**src/i2c_exp_pkg.sv**
```systemverilog
// Constants and types shared by the port expander with page memory.
// Assumes a single 10 MHz system clock; the serial bus is sampled on it.
package i2c_exp_pkg;

  // ----------------------------------------------------------------
  // Timing
  // ----------------------------------------------------------------
  localparam int CLK_FREQ_KHZ = 10000;
  localparam int SCL_MAX_KHZ = 400;
  localparam int PROG_TIME_US = 5000;
  localparam int PROG_CYCLES = PROG_TIME_US * (CLK_FREQ_KHZ / 1000);

  // ----------------------------------------------------------------
  // Addressing and layout
  // ----------------------------------------------------------------
  // Fixed upper address bits; values are arbitrary
  localparam logic [3:0] PORT_ADDR_HI = 4'h2;
  localparam logic [3:0] MEM_ADDR_HI = 4'h5;
  localparam int MEM_WORDS = 256;
  localparam int PAGE_BYTES = 4;
  localparam logic [1:0] IDX_ADDR = 2'h0;
  localparam logic [1:0] IDX_WORD = 2'h1;
  localparam logic [1:0] IDX_DATA = 2'h2;
  localparam logic [3:0] BITS_BYTE = 4'h8;
  localparam logic [3:0] BITS_MACK = 4'h9;

  // ----------------------------------------------------------------
  // Reset values
  // ----------------------------------------------------------------
  localparam logic [7:0] PORT_CTRL_RESET = 8'hFF;

  // ----------------------------------------------------------------
  // States
  // ----------------------------------------------------------------
  typedef enum {ST_IDLE, ST_RX, ST_ACK, ST_TX, ST_MACK} bus_state_type;
  typedef enum {PG_IDLE, PG_WRITE, PG_WAIT} prog_state_type;

endpackage : i2c_exp_pkg

```
**src/i2c_gpio_expander_eeprom.sv**
```systemverilog
// Two-wire slave with an 8-pin quasi-bidirectional port and page memory.
// Assumes bus, straps and pins are asynchronous and come through pads.
//
// Notes on behaviour
// - Address bit 0 high reads, low writes
// - Three select straps join address match
// - Port and memory answer separate addresses
// - One control byte, written only; a read returns pin levels
// - Port write drives pins, read returns levels
// - Reset leaves every pin weakly high
// - Strong pull-up until next clock fall
// - Memory write carries 8-bit word address
// - Protect input high blocks array changes
// - Byte write: acknowledge address, word, data
// - STOP after memory write starts programming
// - Memory ignored while programming; port served
// - Page data increments two low bits
// - Fifth data byte wraps, overwrites page
// - Works from static to fast clock rate
// - Counter points past last accessed word
// - Random read: dummy write, restart, read
// - Sequential read wraps top to zero
`timescale 1ns/1ns
`default_nettype none
module i2c_gpio_expander_eeprom
  import i2c_exp_pkg::*;
#(
  parameter logic [3:0] PORT_ADDR_HI_P = PORT_ADDR_HI,
  parameter logic [3:0] MEM_ADDR_HI_P = MEM_ADDR_HI,
  parameter int PROG_CYCLES_P = PROG_CYCLES,
  parameter bit ACK_WHEN_PROTECTED = 1'b1
)
(
  // Clock and reset
  input wire logic clk,
  input wire logic rst,
  input wire logic clk_en,
  // Two-wire bus
  input wire logic scl_in,
  input wire logic sda_in,
  output logic sda_out,
  output logic sda_oe,
  // Straps
  input wire logic addr_sel_0,
  input wire logic addr_sel_1,
  input wire logic addr_sel_2,
  input wire logic write_protect_n,
  // Port pins
  input wire logic [7:0] port_pin_in,
  output logic [7:0] port_pin_out,
  output logic [7:0] port_pin_oe,
  // Status
  output logic prog_busy
);

  // ----------------------------------------------------------------
  // Synchronisers and bus events
  // ----------------------------------------------------------------
  logic [13:0] raw_in;
  logic [13:0] sync1_reg;
  logic [13:0] sync2_reg;
  logic scl_d_reg;
  logic sda_d_reg;
  logic scl, sda, wp_n;
  logic [2:0] sel;
  logic [7:0] pins;
  logic scl_rise, scl_fall, start_evt, stop_evt;

  assign raw_in = {port_pin_in, write_protect_n, addr_sel_2, addr_sel_1,
                   addr_sel_0, sda_in, scl_in};

  always_ff @(posedge clk or posedge rst) begin
    if (rst) begin
      sync1_reg <= 14'h3FFF;
      sync2_reg <= 14'h3FFF;
      scl_d_reg <= 1'b1;
      sda_d_reg <= 1'b1;
    end else if (clk_en) begin
      sync1_reg <= raw_in;
      sync2_reg <= sync1_reg;
      scl_d_reg <= sync2_reg[0];
      sda_d_reg <= sync2_reg[1];
    end
  end

  assign scl = sync2_reg[0];
  assign sda = sync2_reg[1];
  assign sel = sync2_reg[4:2];
  assign wp_n = sync2_reg[5];
  assign pins = sync2_reg[13:6];

  // Edge finding on the sampled clock; 100 ns sampling leaves margin
  // at the fastest bus rate and has no lower limit
  assign scl_rise = clk_en & scl & ~scl_d_reg;
  assign scl_fall = clk_en & ~scl & scl_d_reg;
  assign start_evt = clk_en & scl & scl_d_reg & sda_d_reg & ~sda;
  assign stop_evt = clk_en & scl & scl_d_reg & ~sda_d_reg & sda;

  // ----------------------------------------------------------------
  // Bus slave state
  // ----------------------------------------------------------------
  bus_state_type state_reg, state_next;
  logic [3:0] bit_cnt_reg, bit_cnt_next;
  logic [7:0] shift_reg, shift_next;
  logic [1:0] byte_idx_reg, byte_idx_next;
  logic mem_sel_reg, mem_sel_next;
  logic rw_reg, rw_next;
  logic sda_oe_reg, sda_oe_next;
  logic [7:0] ctrl_reg, ctrl_next;
  logic [7:0] pullup_reg, pullup_next;
  logic [7:0] pin_oe_reg, pin_oe_next;
  logic [7:0] addr_cnt_reg, addr_cnt_next;
  logic [31:0] page_data_reg, page_data_next;
  logic [3:0] page_vld_reg, page_vld_next;
  logic busy_reg, busy_next;
  logic byte_done, port_hit, mem_hit, load_now, ack_now, prog_go;
  logic port_wr, mem_data, wr_allowed, pg_clear;
  logic [7:0] tx_byte;
  logic [7:0] mem_rdata;

  assign byte_done = (state_reg == ST_RX) & scl_fall &
                     (bit_cnt_reg == BITS_BYTE);
  assign port_hit = byte_done & (byte_idx_reg == IDX_ADDR) &
                    (shift_reg[7:1] == {PORT_ADDR_HI_P, sel});
  assign mem_hit = byte_done & (byte_idx_reg == IDX_ADDR) & ~busy_reg &
                   (shift_reg[7:1] == {MEM_ADDR_HI_P, sel});
  assign port_wr = byte_done & (byte_idx_reg != IDX_ADDR) & ~mem_sel_reg;
  assign mem_data = byte_done & (byte_idx_reg == IDX_DATA) & mem_sel_reg;
  assign wr_allowed = ~wp_n;
  assign load_now = scl_fall & (((state_reg == ST_ACK) & rw_reg) |
                    ((state_reg == ST_MACK) & (bit_cnt_reg == BITS_MACK)));
  assign tx_byte = mem_sel_reg ? mem_rdata : pins;

  always_comb begin
    state_next = state_reg;
    bit_cnt_next = bit_cnt_reg;
    shift_next = shift_reg;
    byte_idx_next = byte_idx_reg;
    mem_sel_next = mem_sel_reg;
    rw_next = rw_reg;
    sda_oe_next = sda_oe_reg;
    ctrl_next = ctrl_reg;
    pullup_next = scl_fall ? 8'h00 : pullup_reg;
    addr_cnt_next = addr_cnt_reg;
    page_data_next = page_data_reg;
    page_vld_next = pg_clear ? 4'h0 : page_vld_reg;
    ack_now = 1'b0;
    prog_go = 1'b0;
    case (state_reg)
      ST_RX: begin
        if (scl_rise) begin
          shift_next = {shift_reg[6:0], sda};
          bit_cnt_next = bit_cnt_reg + 4'h1;
        end else if (byte_done) begin
          if (byte_idx_reg == IDX_ADDR) begin
            ack_now = port_hit | mem_hit;
            mem_sel_next = mem_hit;
            rw_next = shift_reg[0];
          end else if (!mem_sel_reg) begin
            ack_now = 1'b1;
            ctrl_next = shift_reg;
            pullup_next = shift_reg;
          end else if (byte_idx_reg == IDX_WORD) begin
            ack_now = 1'b1;
            addr_cnt_next = shift_reg;
          end else begin
            ack_now = wr_allowed | ACK_WHEN_PROTECTED;
            if (wr_allowed) begin
              page_data_next[{addr_cnt_reg[1:0], 3'h0} +: 8] = shift_reg;
              page_vld_next[addr_cnt_reg[1:0]] = 1'b1;
            end
            addr_cnt_next[1:0] = addr_cnt_reg[1:0] + 2'h1;
          end
          if (byte_idx_reg != IDX_DATA) begin
            byte_idx_next = byte_idx_reg + 2'h1;
          end
          state_next = ack_now ? ST_ACK : ST_IDLE;
          sda_oe_next = ack_now;
        end
      end
      ST_ACK: begin
        if (scl_fall && !rw_reg) begin
          sda_oe_next = 1'b0;
          bit_cnt_next = 4'h0;
          state_next = ST_RX;
        end
      end
      ST_TX: begin
        if (scl_rise) begin
          bit_cnt_next = bit_cnt_reg + 4'h1;
        end else if (scl_fall) begin
          if (bit_cnt_reg == BITS_BYTE) begin
            sda_oe_next = 1'b0;
            bit_cnt_next = 4'h0;
            state_next = ST_MACK;
          end else begin
            shift_next = {shift_reg[6:0], 1'b0};
            sda_oe_next = ~shift_reg[6];
          end
        end
      end
      ST_MACK: begin
        // Master's missing acknowledge ends the read
        if (scl_rise) begin
          if (sda) begin
            state_next = ST_IDLE;
          end else begin
            bit_cnt_next = BITS_MACK;
          end
        end
      end
      ST_IDLE: begin
      end
      default: begin
        state_next = ST_IDLE;
      end
    endcase
    if (load_now) begin
      shift_next = tx_byte;
      sda_oe_next = ~tx_byte[7];
      bit_cnt_next = 4'h0;
      state_next = ST_TX;
      if (mem_sel_reg) begin
        addr_cnt_next = addr_cnt_reg + 8'h01;
      end
    end
    if (start_evt) begin
      state_next = ST_RX;
      bit_cnt_next = 4'h0;
      byte_idx_next = IDX_ADDR;
      sda_oe_next = 1'b0;
    end else if (stop_evt) begin
      state_next = ST_IDLE;
      sda_oe_next = 1'b0;
      prog_go = mem_sel_reg & ~rw_reg & (|page_vld_reg) & ~busy_reg;
    end
    pin_oe_next = ~ctrl_next | pullup_next;
  end

  // Control byte resets to all ones: pins weakly high, usable as inputs
  always_ff @(posedge clk or posedge rst) begin
    if (rst) begin
      state_reg <= ST_IDLE;
      bit_cnt_reg <= 4'h0;
      shift_reg <= 8'h00;
      byte_idx_reg <= IDX_ADDR;
      mem_sel_reg <= 1'b0;
      rw_reg <= 1'b0;
      sda_oe_reg <= 1'b0;
      sda_out <= 1'b0;
      ctrl_reg <= PORT_CTRL_RESET;
      pullup_reg <= 8'h00;
      pin_oe_reg <= 8'h00;
      addr_cnt_reg <= 8'h00;
      page_data_reg <= 32'h0000_0000;
      page_vld_reg <= 4'h0;
    end else if (clk_en) begin
      state_reg <= state_next;
      bit_cnt_reg <= bit_cnt_next;
      shift_reg <= shift_next;
      byte_idx_reg <= byte_idx_next;
      mem_sel_reg <= mem_sel_next;
      rw_reg <= rw_next;
      sda_oe_reg <= sda_oe_next;
      sda_out <= 1'b0;
      ctrl_reg <= ctrl_next;
      pullup_reg <= pullup_next;
      pin_oe_reg <= pin_oe_next;
      addr_cnt_reg <= addr_cnt_next;
      page_data_reg <= page_data_next;
      page_vld_reg <= page_vld_next;
    end
  end

  assign sda_oe = sda_oe_reg;
  assign port_pin_out = ctrl_reg;
  assign port_pin_oe = pin_oe_reg;

  // ----------------------------------------------------------------
  // Self-timed programming
  // ----------------------------------------------------------------
  prog_state_type pg_state_reg, pg_state_next;
  logic [1:0] pg_idx_reg, pg_idx_next;
  logic [23:0] pg_cnt_reg, pg_cnt_next;
  logic mem_we;
  logic [7:0] mem_waddr, mem_wdata;

  always_comb begin
    pg_state_next = pg_state_reg;
    pg_idx_next = pg_idx_reg;
    pg_cnt_next = pg_cnt_reg;
    pg_clear = 1'b0;
    mem_we = 1'b0;
    mem_waddr = {addr_cnt_reg[7:2], pg_idx_reg};
    mem_wdata = page_data_reg[{pg_idx_reg, 3'h0} +: 8];
    case (pg_state_reg)
      PG_IDLE: begin
        if (prog_go) begin
          pg_state_next = PG_WRITE;
          pg_idx_next = 2'h0;
        end
      end
      PG_WRITE: begin
        mem_we = clk_en & page_vld_reg[pg_idx_reg];
        pg_idx_next = pg_idx_reg + 2'h1;
        if (pg_idx_reg == 2'h3) begin
          pg_clear = clk_en;
          pg_state_next = PG_WAIT;
          pg_cnt_next = 24'(PROG_CYCLES_P - 1);
        end
      end
      PG_WAIT: begin
        if (pg_cnt_reg == 24'h00_0000) begin
          pg_state_next = PG_IDLE;
        end else begin
          pg_cnt_next = pg_cnt_reg - 24'h00_0001;
        end
      end
      default: begin
        pg_state_next = PG_IDLE;
      end
    endcase
    busy_next = (pg_state_next != PG_IDLE);
  end

  always_ff @(posedge clk or posedge rst) begin
    if (rst) begin
      pg_state_reg <= PG_IDLE;
      pg_idx_reg <= 2'h0;
      pg_cnt_reg <= 24'h00_0000;
      busy_reg <= 1'b0;
    end else if (clk_en) begin
      pg_state_reg <= pg_state_next;
      pg_idx_reg <= pg_idx_next;
      pg_cnt_reg <= pg_cnt_next;
      busy_reg <= busy_next;
    end
  end

  assign prog_busy = busy_reg;

  i2c_exp_mem u_mem (
    .clk(clk),
    .clk_en(clk_en),
    .we(mem_we),
    .waddr(mem_waddr),
    .wdata(mem_wdata),
    .raddr(addr_cnt_reg),
    .rdata(mem_rdata)
  );
endmodule : i2c_gpio_expander_eeprom
`default_nettype wire

```
**src/i2c_exp_mem.sv**
```systemverilog
// 256 by 8 storage array with one write port and a registered read.
// Assumes writes and reads on the same clock; contents have no reset.
`timescale 1ns/1ns
`default_nettype none
module i2c_exp_mem
  import i2c_exp_pkg::*;
(
  // Clock
  input wire logic clk,
  input wire logic clk_en,
  // Write port
  input wire logic we,
  input wire logic [7:0] waddr,
  input wire logic [7:0] wdata,
  // Read port
  input wire logic [7:0] raddr,
  output logic [7:0] rdata
);

  logic [7:0] mem_array [MEM_WORDS];

  // ----------------------------------------------------------------
  // Array
  // ----------------------------------------------------------------
  // Non-volatile contents, so no reset
  always_ff @(posedge clk) begin
    if (clk_en) begin
      if (we) begin
        mem_array[waddr] <= wdata;
      end
      rdata <= mem_array[raddr];
    end
  end

endmodule : i2c_exp_mem
`default_nettype wire

```
**config.mk**
```make
export PLATFORM = sky130hd
export DESIGN_NAME = i2c_gpio_expander_eeprom
export DESIGN_NICKNAME = d
export VERILOG_FILES = /design/src/i2c_exp_pkg.sv /design/src/i2c_gpio_expander_eeprom.sv /design/src/i2c_exp_mem.sv
export SDC_FILE = /design/constraint.sdc
export NUM_CORES = 2
export LEC_CHECK = 0
export ABC_AREA = 1
export BUFFER_PORTS_ARGS = -buffer_cell sky130_fd_sc_hd__buf_2
export CORE_MARGIN = 8
export CORE_UTILIZATION = 55
export DETAILED_ROUTE_END_ITERATION = 16
export PLACE_DENSITY = 0.71
export SETUP_SLACK_MARGIN = 0.5
export SLEW_MARGIN = 20
export SYNTH_ARGS = -nofsm -noshare
export SYNTH_HDL_FRONTEND = slang
export SYNTH_HIERARCHICAL = 1
export SYNTH_SLANG_ARGS = --single-unit
```
**constraint.sdc**
```tcl
create_clock -name clk -period 14.25 [get_ports clk]
set_input_delay 4.275 -clock clk [delete_from_list [all_inputs] [get_ports clk]]
set_output_delay 4.275 -clock clk [all_outputs]
set_load 0.05 [all_outputs]
```
---- Word-level counts from Yosys, hierarchy flattened ----
Memories as Yosys holds them, arrays and structs flattened. A register that Yosys moved wholly into a read port is not among the register bits.
Cells that the tools add are included.
storage, ports and cells
  flip-flop bits (word level) ............. 206
  memory bits (writable) .................. 2048
  bits of input ports ..................... 17
  output and inout port bits .............. 19
  logic and storage cells ................. 238
  memories ................................ 1
cells by class
  $add $sub $neg .......................... 7
  $lt $le $gt $ge ......................... 3
  equal/unequal tests ..................... 39
  shift-type cells ........................ 3
  muxes and demuxes ....................... 99
  bitwise gates (word level) .............. 39
  reductions and logical operators ........ 26
memory list
  memory           depth  width  rd ports  clocked after memory_dff  write ports  RTL line           text
  u_mem.mem_array  256    8      1         1                         1            i2c_exp_mem.sv:20  logic [7:0] mem_array [MEM_WORDS];
operators by type and width
  cell                                                  count
  2-to-1 mux 32 bit                                     14
  2-to-1 mux 8 bit                                      24
  case mux 32 bit (5 select lines)                      1
  equality test 32 x 2 -> 1 bit, second input constant  4
  case mux 32 bit (3 select lines)                      1
  2-to-1 mux 4 bit                                      17
  equality test 32 x 1 -> 1 bit, second input constant  2
  equality test 32 x 3 -> 1 bit, second input constant  2
  zero test 32 bit                                      2
  != test 5 bit, second input constant                  10
  2-to-1 mux 24 bit                                     2
  case mux 24 bit (2 select lines)                      1
  bitwise mux 32 bit                                    1
  equality test 32 x 4 -> 1 bit, second input constant  1
  nonzero test 32 bit                                   1
  variable shift 8 x 7 -> 32 bit, first input constant  1
  indexed part select 32 x 6 -> 8 bit                   1
  indexed part select 8 x 7 -> 32 bit                   1
  zero test 24 bit                                      1
  subtractor 24 x 1 -> 24 bit, second input constant    1
  2-to-1 mux 1 bit                                      23
  bitwise AND 1 bit                                     22
  != test 4 bit, second input constant                  5
  2-to-1 mux 2 bit                                      8
  other kinds (40)                                      70

---- Longest topological paths before layout ----
  depth in word-level cells ............... 20
  mapped depth ............................ 15
  gate-level depth less buffers ........... 13

---- Cells and area by module ----
Netlist, hierarchy kept.
modules (own cells, without submodules)
  module                    instances  cells an instance  area each (um^2)  seq. area each (um^2)
  i2c_exp_mem               1          7005               83577.7           61739.2
  i2c_gpio_expander_eeprom  1          1228               9321.4            4476.8

---- Least setup slack after synthesis ----
Ideal clock, no wire load.
  path type ............................... reg2reg
  start point ............................. reg pg_idx_reg[0]
  end point ............................... mem u_mem.mem_array[0][0], data pin
  setup time .............................. 1586 ps
  arrival ................................. 7935 ps
  data required time ...................... 12664 ps
  slack ................................... 4729 ps
  cell stages (with the launch flop) ...... 5
  path buffers ............................ 2
  period minus slack after synthesis ...... 9521 ps
  cells stage by stage .................... dfrtp_1 -> clkbuf_1 -> clkbuf_1 -> nor2_1 -> o22ai_1
on the way
  cells in the longest elaborated chain, start to end .. 1
RTL lines
  item                                 RTL line                         text
  start: declaration                   i2c_gpio_expander_eeprom.sv:283  logic [1:0] pg_idx_reg, pg_idx_next;
  start signal: assignment             i2c_gpio_expander_eeprom.sv:334  pg_idx_reg <= pg_idx_next;
  indexed part select 32 x 6 -> 8 bit  i2c_gpio_expander_eeprom.sv:295  mem_wdata = page_data_reg[{pg_idx_reg, 3'h0} +: 8];
  net mem_wdata[0]                     i2c_gpio_expander_eeprom.sv:286  logic [7:0] mem_waddr, mem_wdata;
  end: declaration                     i2c_exp_mem.sv:20
The timed path passes the listed nets, and every way through them passes these cells.

---- Worst setup path in the final report ----
  start point ............................. in clk_en
  end point ............................... mem u_mem.mem_array[20][1], enable pin
on the way
  cells in the longest elaborated chain, start to end .. 5
RTL lines
  item                                    RTL line                         text
  start: declaration                      i2c_gpio_expander_eeprom.sv:37   input wire logic clk_en,
  bitwise AND 1 bit                       i2c_gpio_expander_eeprom.sv:304  mem_we = clk_en & page_vld_reg[pg_idx_reg];
  2-to-1 mux 1 bit                        i2c_gpio_expander_eeprom.sv:296  case (pg_state_reg)
  net mem_we                              i2c_gpio_expander_eeprom.sv:285  logic mem_we;
  2-to-1 mux 1 bit                        i2c_exp_mem.sv:28                if (we) begin
  2-to-1 mux 1 bit                        i2c_exp_mem.sv:27                if (clk_en) begin
  2-to-1 mux 1 bit (implied by the code)  i2c_exp_mem.sv:29                mem_array[waddr] <= wdata;
The timed path passes the listed nets, and every way through them passes these cells.

==> results.json <==
{
  "final_common_cell": "nand2_1",
  "multi_input_area_sq_um": 23380,
  "ir_drop_uv": 193.9,
  "tns_ns": 0,
  "cts_buffers": 217,
  "tightest_slew_ns": 1.230,
  "drive_above_1_share": 0.06618,
  "p_int_uw": 12010,
  "worst-path-max-fanout": 20,
  "grt_pass1_vias": 59720,
  "viasPerCell": 6.051,
  "min_path_type": "register to register",
  "leakage_uw": 0.03608,
  "grt_setup_unrepaired": "false",
  "fillers": 13190,
  "start_kind": "input port",
  "finalNetCount": 8067,
  "powerDensity_nw_per_um2": 171.3,
  "postCtsHoldBufs": 0,
  "initial_core_util": 0.5512,
  "ff_latch_area_sq_um": 66230,
  "cts_resized": 0,
  "io_buffers": 34,
  "p_clk_frac": 0.325,
  "p_sw_uw": 5301,
  "clockRootBuffer": "clkbuf_16",
  "crit_arrival_ns": 7.24,
  "clk_latency_ns": 0.86,
  "wirelength_microns": 244600,
  "core-area_sq_um": 168500,
  "post_cts_buffers": 0,
  "grt_first_pass_wirelength_microns": 364900,
  "num_vias": 63170,
  "combPwrFrac": 0.185,
  "first_pass_iters": 7,
  "maxSlewHeadroom": 0.1797,
  "route.detailed.drc": 0,
  "drv_slew": 0,
  "gp_congestion": 0.9267,
  "dieArea_sq_um": 182300,
  "largest_reg_flops": 2048,
  "clock_skew_ns": 0.05147,
  "r2r_setup_slack_ns": 8.91,
  "pre_cts_ws_ns": 6.698,
  "avgRoutedWirePerCell_microns": 23.43,
  "postSynthAreaPerCell_sq_um": 11.28,
  "seqPwrFrac": 0.490,
  "fin_ws_ns": 7.496,
  "hold_viol_final": 0,
  "clk_pin_slew_ns": 0.06,
  "hpwlAfterDp_microns": 140300,
  "grt_max_degree": 284,
  "yosys_warnings": 6,
  "io_pins": 36,
  "cp.required_ns": 14.73,
  "fin_crit_ns": 6.754,
  "cts_max_path_buffers": 3,
  "worst_path_max_delay_cell": "nand2_1",
  "grt.overflow.total": 0,
  "p_total_uw": 17310,
  "cap_violations": 0,
  "timing.fmax_mhz": 148.1,
  "ctsHtreeMaxLevel": 4,
  "synth.cell_area_sq_um": 92900,
  "swShare": 0.3062,
  "endpoint_kind": "register",
  "area_delta_synth_final_pct": 8.780,
  "status": "finished, final reports clean",
  "cts_tree": "done",
  "yosysSeqAreaShare": 0.7128,
  "worst_hold_slack_ns": 0.4616,
  "post-route-period-util": 0.4740,
  "grt_antenna_before_repair": 1,
  "ys_types": 43,
  "mostFrequentLayoutCells": "2482 x nand2_1, 2081 x nand3_1, 2056 x edfxtp_1",
  "die_x_microns": 427.0,
  "syn_inst": 8233,
  "setup_viol": 0,
  "cts_sinks": 2233,
  "synthesis.nets": 8266,
  "grt.total_usage": 0.2631,
  "ant_nets": 0,
  "die_h_microns": 427.0,
  "ys_ff_latch": 2233,
  "cp_cell_sequence": "buf_4, and3_1, nand2_1, inv_1, nand2_1, buf_4, nor2_1",
  "worstSetupPathType": "input port to register",
  "max_stage_delay_ns": 0.79,
  "drt-initial-drc-count": 9160,
  "fp-row-count": 151
}
==> worst paths after layout <==
check / start / to / cells after the start
worst min register to register: sync1_reg[11]$_DFFE_PP1P_ / sync1_reg[11]$_DFFE_PP1P_ / 2
worst max register to register: addr_cnt_reg[0]$_DFFE_PP0P_ / u_mem/rdata[5]$_DFFE_PP_ / 13
worst max-delay path: clk_en / u_mem/mem_array[20][1]$_DFFE_PP_ / 7
max in group asynchronous: rst / addr_cnt_reg[0]$_DFFE_PP0P_ / 3
worst min-delay path: sync1_reg[11]$_DFFE_PP1P_ / sync1_reg[11]$_DFFE_PP1P_ / 2
min in group asynchronous: rst / pg_cnt_reg[13]$_DFFE_PP0P_ / 2
==> layout make-up <==
type | instances | area share
flip-flops and latches | 2233 | 0.6554
multi-input cells | 5303 | 0.2314
clock buffers | 271 | 0.05658
well taps | 2218 | 0.02746
clock inverters | 134 | 0.01304
repair buffers | 122 | 0.009843
inverters | 157 | 0.006215
diodes | 2 | 0.00004953
==> critical path, delay by kind of cell <==
kind / cells / cell delay (ns)
buffers and inverters: 3 / 1.30
and+or+nand+nor: 4 / 1.60
==> cells in the mapped netlist (all sizes together) <==
cell	count	share of area
inv	156	0.0063
edfxtp	2056	0.66
buf	396	0.025
nor4	1	0.000067
dfstp	38	0.011
nor3	10	0.00059
nor2	453	0.019
a21oi	11	0.00059
a31oi	3	0.00020
xor2	23	0.0022
dfrtp	139	0.037
o22ai	10	0.00067
nand2	2488	0.10
xnor2	6	0.00057
o21a	1	0.000081
o211ai	7	0.00057
ha	16	0.0022
clkbuf	144	0.0058
o2111ai	3	0.00028
and3	2	0.00013
o41ai	2	0.00019
clkinv	1	0.000040
nand3	2085	0.11
o21ai	158	0.0087
mux2i	1	0.00011
nand4	13	0.00088
a21boi	1	0.000081
or2	8	0.00054
conb	1	0.000040
==> kinds of logic (layout without fill, tap and decap cells) <==
kind of cell | after synthesis | count (layout) | synth area share
AO/OA/AOI/OAI | 196 | 196 | 0.01134
XOR/XNOR | 29 | 29 | 0.002734
adder cells (fa/ha/maj) | 16 | 16 | 0.002155
buffers and inverters | 697 | 684 | 0.03673
flip-flops | 2233 | 2233 | 0.7128
multiplexers | 1 | 1 | 0.0001078
other | 1 | 3 | 0.00004037
AND/OR/NAND/NOR | 5060 | 5060 | 0.2341
==> routing by layer <==
metal | up-vias | GRT usage | part of all wire | wire, microns
met2 | 3904 | 0.4049 | 0.45 | 110000
met1 | 30290 | 0.3678 | 0.39 | 95270
met3 | 610 | 0.05719 | 0.12 | 28930
li1 | 28370 | - | - | -
met5 | - | 0 | 0 | 0
met4 | 0 | 0.1063 | 0.042 | 10390
==> per-stage QoR <==
stage                     instances  area, sq um    util
final                         10440       101100  0.5996
after global routing          10440       101100  0.5996
after CTS                     10440       101000  0.5996
after detailed placement      10030        94010  0.5578
after global placement        10030        93980  0.5577
after floorplan                8233        92900       -
==> power by group through the flow <==
stage | clock network [uW] | registers, uW | logic (uW)
floorplan | 0 | 9050 | 1450
global placement | 0 | 8610 | 3100
detailed placement | 0 | 8610 | 3120
CTS | 5690 | 8480 | 3130
global route | 5930 | 8490 | 3330
finish | 5630 | 8480 | 3200
Power figures use the tool's default switching activity.
